==> src/hdl/ssst_pkg.sv <==
// Summary of operation
// - Each word is 7 or 8 bits long, chosen by a configuration bit.
// - The data output is released to high impedance while unselected.
// - While select is high and the select enable bit is 1, serial clock edges neither shift nor sample.
// - Data phase 0: shift out on falling edges, sample on rising edges.
// - Data phase 1: a loaded word shows its first bit at once, even unselected.
// - Data phase 1 and selected: shift out on rising, sample on falling edges.
// - Data phase picks output at the first clock edge or half a period early.
// - Clock phase 0 keeps the serial clock as is, 1 inverts it.
// - The interrupt marks transfer end (single) or buffer empty (continuous).
// - Overrun is the only error that the channel flags.
// - The select enable bit passes the select pin when 1, ignores it when 0.
// - Transmit data written while the buffer is full overwrites it.
package ssst_pkg;

	// Register byte offsets on the APB bus.
	localparam logic [11:0] OFS_CONFIG   = 12'h000;
	localparam logic [11:0] OFS_START    = 12'h004;
	localparam logic [11:0] OFS_STOP     = 12'h008;
	localparam logic [11:0] OFS_STATUS   = 12'h00C;
	localparam logic [11:0] OFS_TXDATA   = 12'h010;
	localparam logic [11:0] OFS_RXDATA   = 12'h014;
	localparam logic [11:0] OFS_OUTPUT   = 12'h018;
	localparam logic [11:0] OFS_ISC      = 12'h01C;
	localparam logic [11:0] OFS_IRQ_STAT = 12'h020;
	localparam logic [11:0] OFS_IRQ_EN   = 12'h024;
	localparam logic [11:0] OFS_IRQ_CLR  = 12'h028;
	localparam logic [11:0] OFS_OVF_CLR  = 12'h02C;

	// Field positions.
	localparam int CFG_DAP   = 0;
	localparam int CFG_CKP   = 1;
	localparam int CFG_LEN8  = 2;
	localparam int CFG_LSB   = 3;
	localparam int CFG_CONT  = 4;
	localparam int ST_SE     = 0;
	localparam int ST_TSF    = 1;
	localparam int ST_BFF    = 2;
	localparam int ST_OVF    = 3;
	localparam int OUT_OE    = 0;
	localparam int OUT_LVL   = 1;
	localparam int ISC_SSIE  = 7;
	localparam int IRQ_XFER  = 0;
	localparam int IRQ_OVR   = 1;

	// Word lengths in bits.
	localparam logic [3:0] LEN_SHORT = 4'h7;
	localparam logic [3:0] LEN_LONG  = 4'h8;

	// APB request and response.
	typedef struct packed {
		logic [11:0] paddr;
		logic        pwrite;
		logic        psel;
		logic        penable;
		logic [31:0] pwdata;
	} ssst_apb_req_t;

	typedef struct packed {
		logic [31:0] prdata;
		logic        pready;
		logic        pslverr;
	} ssst_apb_rsp_t;

	// Complete state of the channel.
	typedef struct packed {
		logic       sck_s1, sck_s2, sck_s3;
		logic       ssn_s1, ssn_s2;
		logic       sin_s1, sin_s2;
		logic [4:0] cfg;
		logic [1:0] isc_low;
		logic       ise;
		logic       op_en;
		logic       oe_bit;
		logic       lvl_bit;
		logic [7:0] txbuf;
		logic       bfull;
		logic [7:0] sh;
		logic [3:0] cnt;
		logic       busy;
		logic       so;
		logic [7:0] rx;
		logic [7:0] rxbuf;
		logic       rx_full;
		logic       ovf;
		logic [1:0] irq_stat;
		logic [1:0] irq_en;
		logic [31:0] prdata;
		logic       err;
	} ssst_state_t;

	// Value after reset: idle, output disabled, output level high.
	localparam ssst_state_t SSST_RST = '{sck_s1: 1'b1, sck_s2: 1'b1,
		sck_s3: 1'b1, ssn_s1: 1'b1, ssn_s2: 1'b1, lvl_bit: 1'b1,
		so: 1'b1, default: '0};

endpackage

==> src/hdl/ssst_slave_tx.sv <==
// Chosen here: the APB interface to the registers and the register offsets.
`timescale 1ns/1ps
module ssst_slave_tx (
	// Clock, reset and clock enable.
	input  wire logic                   clk,
	input  wire logic                   srst,
	input  wire logic                   ce,
	// APB slave.
	input  wire ssst_pkg::ssst_apb_req_t apb_req,
	output      ssst_pkg::ssst_apb_rsp_t apb_rsp,
	// Serial pins.
	input  wire logic                   serial_clock_pin,
	input  wire logic                   select_in_pin,
	input  wire logic                   serial_in_pin,
	output      logic                   serial_out_pin,
	output      logic                   serial_out_oe,
	// Interrupt.
	output      logic                   channel_interrupt
);
	import ssst_pkg::*;

	ssst_state_t st;
	ssst_state_t next_st;

	logic       select_in_n;
	logic       selected;
	logic       sck_now;
	logic       sck_old;
	logic       rise;
	logic       fall;
	logic       out_edge;
	logic       samp_edge;
	logic       run;
	logic       done;
	logic       load;
	logic [3:0] len;
	logic       setup;
	logic       acc;
	logic       wr;

	// Bit that leaves the shifter next, by direction and length.
	function automatic logic out_bit(input logic [7:0] v,
		input logic lsb, input logic len8);
		out_bit = lsb ? v[0] : (len8 ? v[7] : v[6]);
	endfunction

	// Shifter after one bit has left.
	function automatic logic [7:0] shifted(input logic [7:0] v,
		input logic lsb);
		shifted = lsb ? {1'b0, v[7:1]} : {v[6:0], 1'b0};
	endfunction

	// Receive word after one more bit, aligned to the low bits.
	function automatic logic [7:0] rx_in(input logic [7:0] v,
		input logic b, input logic lsb, input logic len8);
		if (!lsb) begin
			rx_in = len8 ? {v[6:0], b} : {1'b0, v[5:0], b};
		end else begin
			rx_in = len8 ? {b, v[7:1]} : {1'b0, b, v[6:1]};
		end
	endfunction

	// Register read decode.
	function automatic logic [32:0] read_word(input ssst_state_t s,
		input logic [11:0] a);
		logic [31:0] d;
		logic        bad;
		d = '0;
		bad = 1'b0;
		unique case (a)
			OFS_CONFIG:   d[4:0] = s.cfg;
			OFS_STATUS:   d[3:0] = {s.ovf, s.bfull, s.busy | s.bfull, s.op_en};
			OFS_RXDATA:   d[7:0] = s.rxbuf;
			OFS_OUTPUT:   d[1:0] = {s.lvl_bit, s.oe_bit};
			OFS_ISC:      d[7:0] = {s.ise, 5'h00, s.isc_low};
			OFS_IRQ_STAT: d[1:0] = s.irq_stat;
			OFS_IRQ_EN:   d[1:0] = s.irq_en;
			OFS_START, OFS_STOP, OFS_TXDATA, OFS_IRQ_CLR,
			OFS_OVF_CLR:  d = '0;
			default:      bad = 1'b1;
		endcase
		read_word = {bad, d};
	endfunction

	// Next-state logic for the whole channel.
	always_comb begin
		next_st = st;
		// Two-flop synchronisers; the third clock flop finds edges.
		next_st.sck_s1 = serial_clock_pin;
		next_st.sck_s2 = st.sck_s1;
		next_st.sck_s3 = st.sck_s2;
		next_st.ssn_s1 = select_in_pin;
		next_st.ssn_s2 = st.ssn_s1;
		next_st.sin_s1 = serial_in_pin;
		next_st.sin_s2 = st.sin_s1;

		select_in_n = st.ise ? st.ssn_s2 : 1'b0;
		selected = !select_in_n;
		sck_now = st.sck_s2 ^ st.cfg[CFG_CKP];
		sck_old = st.sck_s3 ^ st.cfg[CFG_CKP];
		rise = sck_now && !sck_old;
		fall = !sck_now && sck_old;
		out_edge = st.cfg[CFG_DAP] ? rise : fall;
		samp_edge = st.cfg[CFG_DAP] ? fall : rise;
		len = st.cfg[CFG_LEN8] ? LEN_LONG : LEN_SHORT;
		run = st.busy && selected && st.op_en;

		setup = apb_req.psel && !apb_req.penable;
		acc = apb_req.psel && apb_req.penable;
		wr = acc && apb_req.pwrite;

		// Clears come first so that a same-cycle event still sets.
		if (wr && apb_req.paddr == OFS_IRQ_CLR) begin
			next_st.irq_stat = st.irq_stat & ~apb_req.pwdata[1:0];
		end
		if (wr && apb_req.paddr == OFS_OVF_CLR
			&& apb_req.pwdata[ST_OVF]) begin
			next_st.ovf = 1'b0;
		end
		if (acc && !apb_req.pwrite && apb_req.paddr == OFS_RXDATA) begin
			next_st.rx_full = 1'b0;
		end

		// Sample edge: take one bit and count it.
		done = 1'b0;
		if (run && samp_edge) begin
			next_st.rx = rx_in(st.rx, st.sin_s2, st.cfg[CFG_LSB],
				st.cfg[CFG_LEN8]);
			next_st.cnt = st.cnt - 4'h1;
			if (st.cnt == 4'h1) begin
				done = 1'b1;
				next_st.busy = 1'b0;
			end
		end

		// Output edge; in phase 1 the first bit is already out.
		if (run && out_edge && (!st.cfg[CFG_DAP] || st.cnt != len)) begin
			next_st.so = out_bit(st.sh, st.cfg[CFG_LSB],
				st.cfg[CFG_LEN8]);
			next_st.sh = shifted(st.sh, st.cfg[CFG_LSB]);
		end

		// End of a word: hand it over, flag overrun, signal the end in single mode.
		if (done) begin
			next_st.rxbuf = next_st.rx;
			next_st.rx_full = 1'b1;
			if (st.rx_full) begin
				next_st.ovf = 1'b1;
				next_st.irq_stat[IRQ_OVR] = 1'b1;
			end
			if (!st.cfg[CFG_CONT]) begin
				next_st.irq_stat[IRQ_XFER] = 1'b1;
			end
		end

		// Load the shifter from the buffer, selected or not.
		load = st.op_en && st.bfull && (!st.busy || done);
		if (load) begin
			next_st.sh = st.txbuf;
			next_st.cnt = len;
			next_st.busy = 1'b1;
			next_st.bfull = 1'b0;
			next_st.rx = '0;
			if (st.cfg[CFG_DAP]) begin
				next_st.so = out_bit(st.txbuf, st.cfg[CFG_LSB],
					st.cfg[CFG_LEN8]);
				next_st.sh = shifted(st.txbuf, st.cfg[CFG_LSB]);
			end
			if (st.cfg[CFG_CONT]) begin
				next_st.irq_stat[IRQ_XFER] = 1'b1;
			end
		end

		// Register writes.
		if (wr) begin
			unique case (apb_req.paddr)
				OFS_CONFIG: next_st.cfg = apb_req.pwdata[4:0];
				OFS_START: begin
					if (apb_req.pwdata[0]) begin
						next_st.op_en = 1'b1;
					end
				end
				OFS_STOP: begin
					if (apb_req.pwdata[0]) begin
						next_st.op_en = 1'b0;
						next_st.busy = 1'b0;
					end
				end
				OFS_TXDATA: begin
					next_st.txbuf = apb_req.pwdata[7:0];
					next_st.bfull = 1'b1;
				end
				OFS_OUTPUT: begin
					next_st.oe_bit = apb_req.pwdata[OUT_OE];
					next_st.lvl_bit = apb_req.pwdata[OUT_LVL];
				end
				OFS_ISC: begin
					next_st.ise = apb_req.pwdata[ISC_SSIE];
					next_st.isc_low = apb_req.pwdata[1:0];
				end
				OFS_IRQ_EN: next_st.irq_en = apb_req.pwdata[1:0];
				default: next_st.err = st.err;
			endcase
		end

		// Read data and error are captured in the setup cycle.
		if (setup) begin
			{next_st.err, next_st.prdata} = read_word(st, apb_req.paddr);
		end
	end

	// State register; reset wins, otherwise clock enable low freezes everything.
	always_ff @(posedge clk) begin
		if (srst) begin
			st <= SSST_RST;
		end else if (ce) begin
			st <= next_st;
		end
	end

	// Bus answer: one access cycle while the clock is enabled.
	assign apb_rsp.prdata = st.prdata;
	assign apb_rsp.pready = ce;
	assign apb_rsp.pslverr = st.err && apb_req.psel && apb_req.penable;

	// Data pin: shifter bit while the channel is started, idle level while stopped.
	assign serial_out_pin = st.op_en ? st.so : st.lvl_bit;
	assign serial_out_oe = st.oe_bit && selected;

	// Level interrupt from enabled sticky events.
	assign channel_interrupt = |(st.irq_stat & st.irq_en);
endmodule

==> config.mk <==
export PLATFORM = sky130hd
export DESIGN_NAME = ssst_slave_tx
export DESIGN_NICKNAME = d
export VERILOG_FILES = /design/src/hdl/ssst_pkg.sv /design/src/hdl/ssst_slave_tx.sv
export SDC_FILE = /design/constraint.sdc
export NUM_CORES = 1
export LEC_CHECK = 0
export BUFFER_PORTS_ARGS = -buffer_cell sky130_fd_sc_hd__buf_2
export CELL_PAD_IN_SITES_DETAIL_PLACEMENT = 0
export CELL_PAD_IN_SITES_GLOBAL_PLACEMENT = 1
export CORE_MARGIN = 8
export CORE_UTILIZATION = 30
export CTS_CLUSTER_SIZE = 25
export DETAILED_ROUTE_END_ITERATION = 16
export PLACE_DENSITY = 0.67
export SLEW_MARGIN = 30
export SYNTH_ARGS = -nofsm -noshare
export SYNTH_HDL_FRONTEND = slang
export SYNTH_SLANG_ARGS = --single-unit
==> constraint.sdc <==
create_clock -name clk -period 4.6 [get_ports clk]
set_input_delay 0.23 -clock clk [delete_from_list [all_inputs] [get_ports clk]]
set_output_delay 0.23 -clock clk [all_outputs]
set_load 0.01 [all_outputs]
==> results.sh, run 1 <==
export IMPL_status="finished, final reports clean"
export IMPL_holdWs_ns=0.114
export IMPL_tightest_slew_ns=0.817
export IMPL_synth_top_cells_by_count="dfxtp_1 (72), nand2_1 (66), a21oi_1 (62)"
export IMPL_p_int_mw=1.07
export IMPL_final_area_mm2=0.00450
export IMPL_io_buffers=41
export IMPL_path_clk_slew_ns=0.06
export IMPL_cellLeakagePower_nw=1.63
export IMPL_start_kind="register"
export IMPL_wire_per_inst_um=15.5
export IMPL_rows=42
export IMPL_setup_viol=0
export IMPL_drv_cap=0
export IMPL_postCtsHoldBufs=0
export IMPL_dieWidth_um=132
export IMPL_cts_resized_gates=0
export IMPL_seqPwrFrac=0.451
export IMPL_rsz0062_at_grt="no"
export IMPL_instances_no_fill=692
export IMPL_grt_max_degree=67
export IMPL_syn2layout_area_growth_pct=11.5
export IMPL_htree_levels=3
export IMPL_grt_antenna_before_repair=0
export IMPL_core_region_area_mm2=0.0132
export IMPL_power_frac_clock=0.492
export IMPL_synth_area_leaders="dfxtp_1 (36%), mux2i_1 (12%), a21oi_1 (7.7%)"
export IMPL_routed_wirelength_um=10700
export IMPL_ys_warn_count=0
export IMPL_postLayoutCoreUtil=0.341
export IMPL_powerDensity_mw_per_mm2=311
export IMPL_fill_cells=1405
export IMPL_yosysUniqueCellTypes=52
export IMPL_hpwlAfterDp_um=7510
export IMPL_finalHoldViolations=0
export IMPL_ys_seq_elements=72
export IMPL_r2r_slack_ns=1.72
export IMPL_fin_ws_ns=1.72
export IMPL_gp_congestion=0.764
export IMPL_post_route_period_util=0.626
export IMPL_synth_top_cell_area_share=0.357
export IMPL_vias=3457
export IMPL_cts_buffers=9
export IMPL_yosysSeqAreaShare=0.357
export IMPL_ir_drop_uv=153
export IMPL_worstSetupEndpointType="register"
export IMPL_finalSetupTns_ns=0
export IMPL_clock_fmax_ghz=0.347
export IMPL_ys_flop_type="dfxtp_1"
export IMPL_fin_nets=566
export IMPL_route_detailed_drc=0
export IMPL_critPathKind="register to register"
export IMPL_die_y_um=132
export IMPL_ant_nets=0
export IMPL_relSlewSlack=0.456
export IMPL_via_per_inst=5.00
export IMPL_cts_max_path_buffers=2
export IMPL_synth_area_mm2=0.00404
export IMPL_slew_violations=0
export IMPL_clk_latency_ns=0.33
export IMPL_drt_pass1_iter_count=4
export IMPL_place_inst=676
export IMPL_drive_above_1_share=0.151
export IMPL_switchingPower_mw=0.330
export IMPL_first_iter_violations=175
export IMPL_postCtsSetupBuffers=0
export IMPL_post_synth_cell_area_avg_um2=8.13
export IMPL_hold_class="primary input to register"
export IMPL_cts_tree="yes"
export IMPL_combPwrFrac=0.057
export IMPL_antenna_cells=0
export IMPL_yosysMostFrequentCell="dfxtp_1"
export IMPL_grt_usage=0.122
export IMPL_period_needed_ns=2.88
export IMPL_required_ns=4.78
export IMPL_synthArstFlopShare=0
export IMPL_syn_inst=497
export IMPL_dp_slack_ns=1.72
export IMPL_clock_root_buffer="clkbuf_16"
export IMPL_start_util=0.306
export IMPL_arrival_ns=3.06
export IMPL_swShare=0.236
export IMPL_placed_area_mm2=0.00422
export IMPL_yosys_area_top_type="dfxtp_1"
export IMPL_grt_pass1_wl_um=17600
export IMPL_synth_edf_count=0
export IMPL_clock_sinks=72
export IMPL_grt_pass1_vias=3488
export IMPL_cp_max_fo=15
export IMPL_grt_overflow_total=0
export IMPL_ios=90
export IMPL_dieArea_mm2=0.0174
export IMPL_clock_skew_ns=0.00531
export IMPL_total_power_mw=1.40
[final cells by class]
class / count / area, um2 / share of cell area
Clock inverter: 6 / 60.1 / 0.0133
Sequential cell: 72 / 1440 / 0.320
Inverter: 9 / 33.8 / 0.00750
Clock buffer: 10 / 229 / 0.0508
Multi-Input combinational cell: 374 / 2280 / 0.507
Timing Repair Buffer: 45 / 235 / 0.0522
Tap cell: 176 / 220 / 0.0489
[final timing paths]
check / from / end / depth (start not counted)
worst max-delay path: st[58]$_SDFFE_PP0P_ / st[65]$_SDFFE_PP0P_ / 8
worst min-delay path: serial_clock_pin / next_st[94]$_SDFFE_PP1P_ / 3
worst max register to register: st[58]$_SDFFE_PP0P_ / st[65]$_SDFFE_PP0P_ / 8
worst min register to register: apb_rsp[3]$_SDFFE_PP0P_ / apb_rsp[3]$_SDFFE_PP0P_ / 2
[cell usage in the layout, fill, tap and decap left out, types with 8 or more instances in the layout]
cell type	instances
nor2_1	46
nor2b_1	8
inv_1	9
a211oi_1	15
conb_1	24
mux2i_1	49
dfxtp_1	72
nand2_1	66
buf_2	41
a21oi_1	62
o21ai_0	13
nand3_1	26
clkbuf_16	9
[cell families after synthesis]
logic type / share of synthesized area
simple gates: 0.209
compound gates: 0.181
buf+inv: 0.103
flops: 0.357
mux: 0.139
fa+ha+maj: 0.00619
xor+xnor: 0.00434
other cells: 0.000928
[metal layers]
layer  up-vias  part of all wire  track usage
met5         -                 0            0
met4         0             0.010       0.0357
met3        10             0.044       0.0347
met2        56              0.48        0.202
met1      1665              0.47        0.150
li1       1726                 -            -
[sequential cells by signal (all words and copies together), names as in the netlist]
| name | flops |
|---|---|
| next_st | 4 |
| st | 60 |
| apb_rsp | 8 |
[critical path, stage by stage, from the launching register on]
cell and delay, ns:
dfxtp_1 0.32, inv_1 0.11, ha_1 0.15, nor3b_1 0.64
a41oi_2 0.62, buf_4 0.39, a211oi_1 0.29, a211o_1 0.15
a21oi_1 0.05
[power groups by stage]
stage                     logic [mW]  clock network (mW)  registers (mW)
after floorplan               0.0655                   0           0.644
after global routing          0.0887               0.734           0.631
after CTS                     0.0799               0.703           0.631
after global placement        0.0788                   0           0.645
after detailed placement      0.0796                   0           0.645
final                         0.0799               0.688           0.631
Note: power is estimated with default switching activity, not from simulation.
==> run 2: changes to the inputs <==
==> constraint.sdc (replaced) <==
create_clock -name clk -period 2.9 [get_ports clk]
set_input_delay 0.145 -clock clk [delete_from_list [all_inputs] [get_ports clk]]
set_output_delay 0.145 -clock clk [all_outputs]
set_load 0.01 [all_outputs]
==> results.sh, run 2 (same netlist as run 1, synthesis figures left out) <==
export IMPL_multi_input_area_mm2=0.00228
export IMPL_cts_resized_gates=0
export IMPL_power_frac_clock=0.474
export IMPL_clock_skew_ns=0.00257
export IMPL_drt_pass1_iter_count=5
export IMPL_switchingPower_mw=0.499
export IMPL_path_cells="xnor2_1, mux2_4, and2_0, o21ai_0, a32o_1"
export IMPL_cts_max_path_buffers=2
export IMPL_rsz0062_at_grt="no"
export IMPL_critPathKind="register to register"
export IMPL_first_iter_violations=223
export IMPL_largest_register_ffs=60
export IMPL_antenna_cells=0
export IMPL_ir_drop_uv=314
export IMPL_gp_congestion=0.807
export IMPL_postLayoutCoreUtil=0.343
export IMPL_tightest_slew_ns=0.741
export IMPL_regMostFlops="st"
export IMPL_start_kind="register"
export IMPL_fin_nets=572
export IMPL_powerDensity_mw_per_mm2=474
export IMPL_cts_tree="yes"
export IMPL_hpwlAfterDp_um=7670
export IMPL_crit_path_max_incr_delay_ns=0.62
export IMPL_hold_class="primary input to register"
export IMPL_status="finished, final reports clean"
export IMPL_final_cell_mix="dfxtp_1 (72), nand2_1 (66), a21oi_1 (62)"
export IMPL_setup_viol=0
export IMPL_worst_path_buf_inv=0
export IMPL_cpLargestDelayFamily="compound AO/OA/AOI/OAI gates"
export IMPL_cts_buffers=9
export IMPL_core_region_area_mm2=0.0132
export IMPL_clock_fmax_ghz=0.416
export IMPL_grt_usage=0.122
export IMPL_syn2layout_area_growth_pct=12.0
export IMPL_final_common_cell="dfxtp_1"
export IMPL_holdWs_ns=0.0411
export IMPL_relSlewSlack=0.506
export IMPL_worstSetupEndpointType="register"
export IMPL_seq_area_mm2=0.00144
export IMPL_combPwrFrac=0.060
export IMPL_period_needed_ns=2.41
export IMPL_cp_slowest_cell="and2_0"
export IMPL_post_route_period_util=0.829
export IMPL_wire_per_inst_um=15.2
export IMPL_finalSetupTns_ns=0
export IMPL_clock_sinks=72
export IMPL_finalHoldViolations=0
export IMPL_path_clk_slew_ns=0.05
export IMPL_die_y_um=132
export IMPL_cellLeakagePower_nw=1.66
export IMPL_clock_root_buffer="clkbuf_16"
export IMPL_htree_levels=3
export IMPL_grt_overflow_total=0
export IMPL_swShare=0.232
export IMPL_start_util=0.306
export IMPL_io_buffers=41
export IMPL_arrival_ns=2.63
export IMPL_drv_cap=0
export IMPL_cp_max_fo=14
export IMPL_fill_cells=1421
export IMPL_postCtsSetupBuffers=0
export IMPL_ant_nets=0
export IMPL_grt_max_degree=46
export IMPL_p_int_mw=1.65
export IMPL_dieWidth_um=132
export IMPL_required_ns=3.12
export IMPL_dieArea_mm2=0.0174
export IMPL_grt_pass1_vias=3353
export IMPL_via_per_inst=4.95
export IMPL_grt_antenna_before_repair=0
export IMPL_vias=3453
export IMPL_ios=90
export IMPL_clk_latency_ns=0.33
export IMPL_route_detailed_drc=0
export IMPL_grt_pass1_wl_um=17400
export IMPL_drive_above_1_share=0.159
export IMPL_rows=42
export IMPL_slew_violations=0
export IMPL_postCtsHoldBufs=0
export IMPL_routed_wirelength_um=10600
export IMPL_seqPwrFrac=0.466
run 2: cell count changes in the layout (fill, tap and decap cells not counted):
cell        change
clkinvlp_4      -2
clkinv_2        +1
clkbuf_8        +2
clkbuf_1        -1
bufinv_16       -1
nor4_1          +1
nor4_2          -1
buf_4           +6
run 2: per-layer routing:
layer / vias up / part of all wire / wire, um / track usage
li1: 1728 / - / - / -
met1: 1646 / 0.47 / 4980 / 0.152
met2: 74 / 0.47 / 5000 / 0.194
met3: 5 / 0.052 / 547 / 0.0431
met4: 0 / 0.0064 / 68 / 0.0357
met5: - / 0 / 0 / 0
run 2: final timing paths:
path / start / cells past startpoint / slack (ns) / to
worst min-delay path: serial_clock_pin / 3 / 0.04 / next_st[94]$_SDFFE_PP1P_
worst max-delay path: st[84]$_SDFFE_PP0P_ / 5 / 0.49 / st[57]$_SDFFE_PP0P_
worst min register to register: apb_rsp[3]$_SDFFE_PP0P_ / 2 / 0.45 / apb_rsp[3]$_SDFFE_PP0P_
worst max register to register: st[84]$_SDFFE_PP0P_ / 5 / 0.49 / st[57]$_SDFFE_PP0P_
run 2: power by group through the flow:
stage                     combinational (mW)  clock (mW)  sequential, mW
after global routing                   0.142        1.09            1.00
after floorplan                        0.104           0            1.02
final                                  0.128        1.02            1.00
after global placement                 0.127           0            1.02
after CTS                              0.128        1.06            1.00
after detailed placement               0.128           0            1.02
run 2: cell type report:
| class | count | share of cell area |
|---|---|---|
| Clock inverter | 4 | 0.00442 |
| Clock buffer | 11 | 0.0558 |
| Tap cell | 176 | 0.0486 |
| Inverter | 9 | 0.00746 |
| Sequential cell | 72 | 0.318 |
| Multi-Input combinational cell | 374 | 0.503 |
| Timing Repair Buffer | 51 | 0.0619 |
run 2: through the flow:
step           area (um2)  total power [mW]  std cells  setup slack (ns)
4_1_cts              4530              2.18        697             0.534
5_1_grt              4530              2.23        697             0.246
6_report             4530              2.15        697             0.495
2_1_floorplan        4130              1.13        520             0.829
3_3_place_gp         4250              1.15        682             0.546
3_5_place_dp         4250              1.15        682             0.551
run 2: worst register-to-register path, cell delays in order (launching register included):
cell and delay, ns:
dfxtp_1 0.52, xnor2_1 0.19, mux2_4 0.26, and2_0 0.63
o21ai_0 0.36, a32o_1 0.34
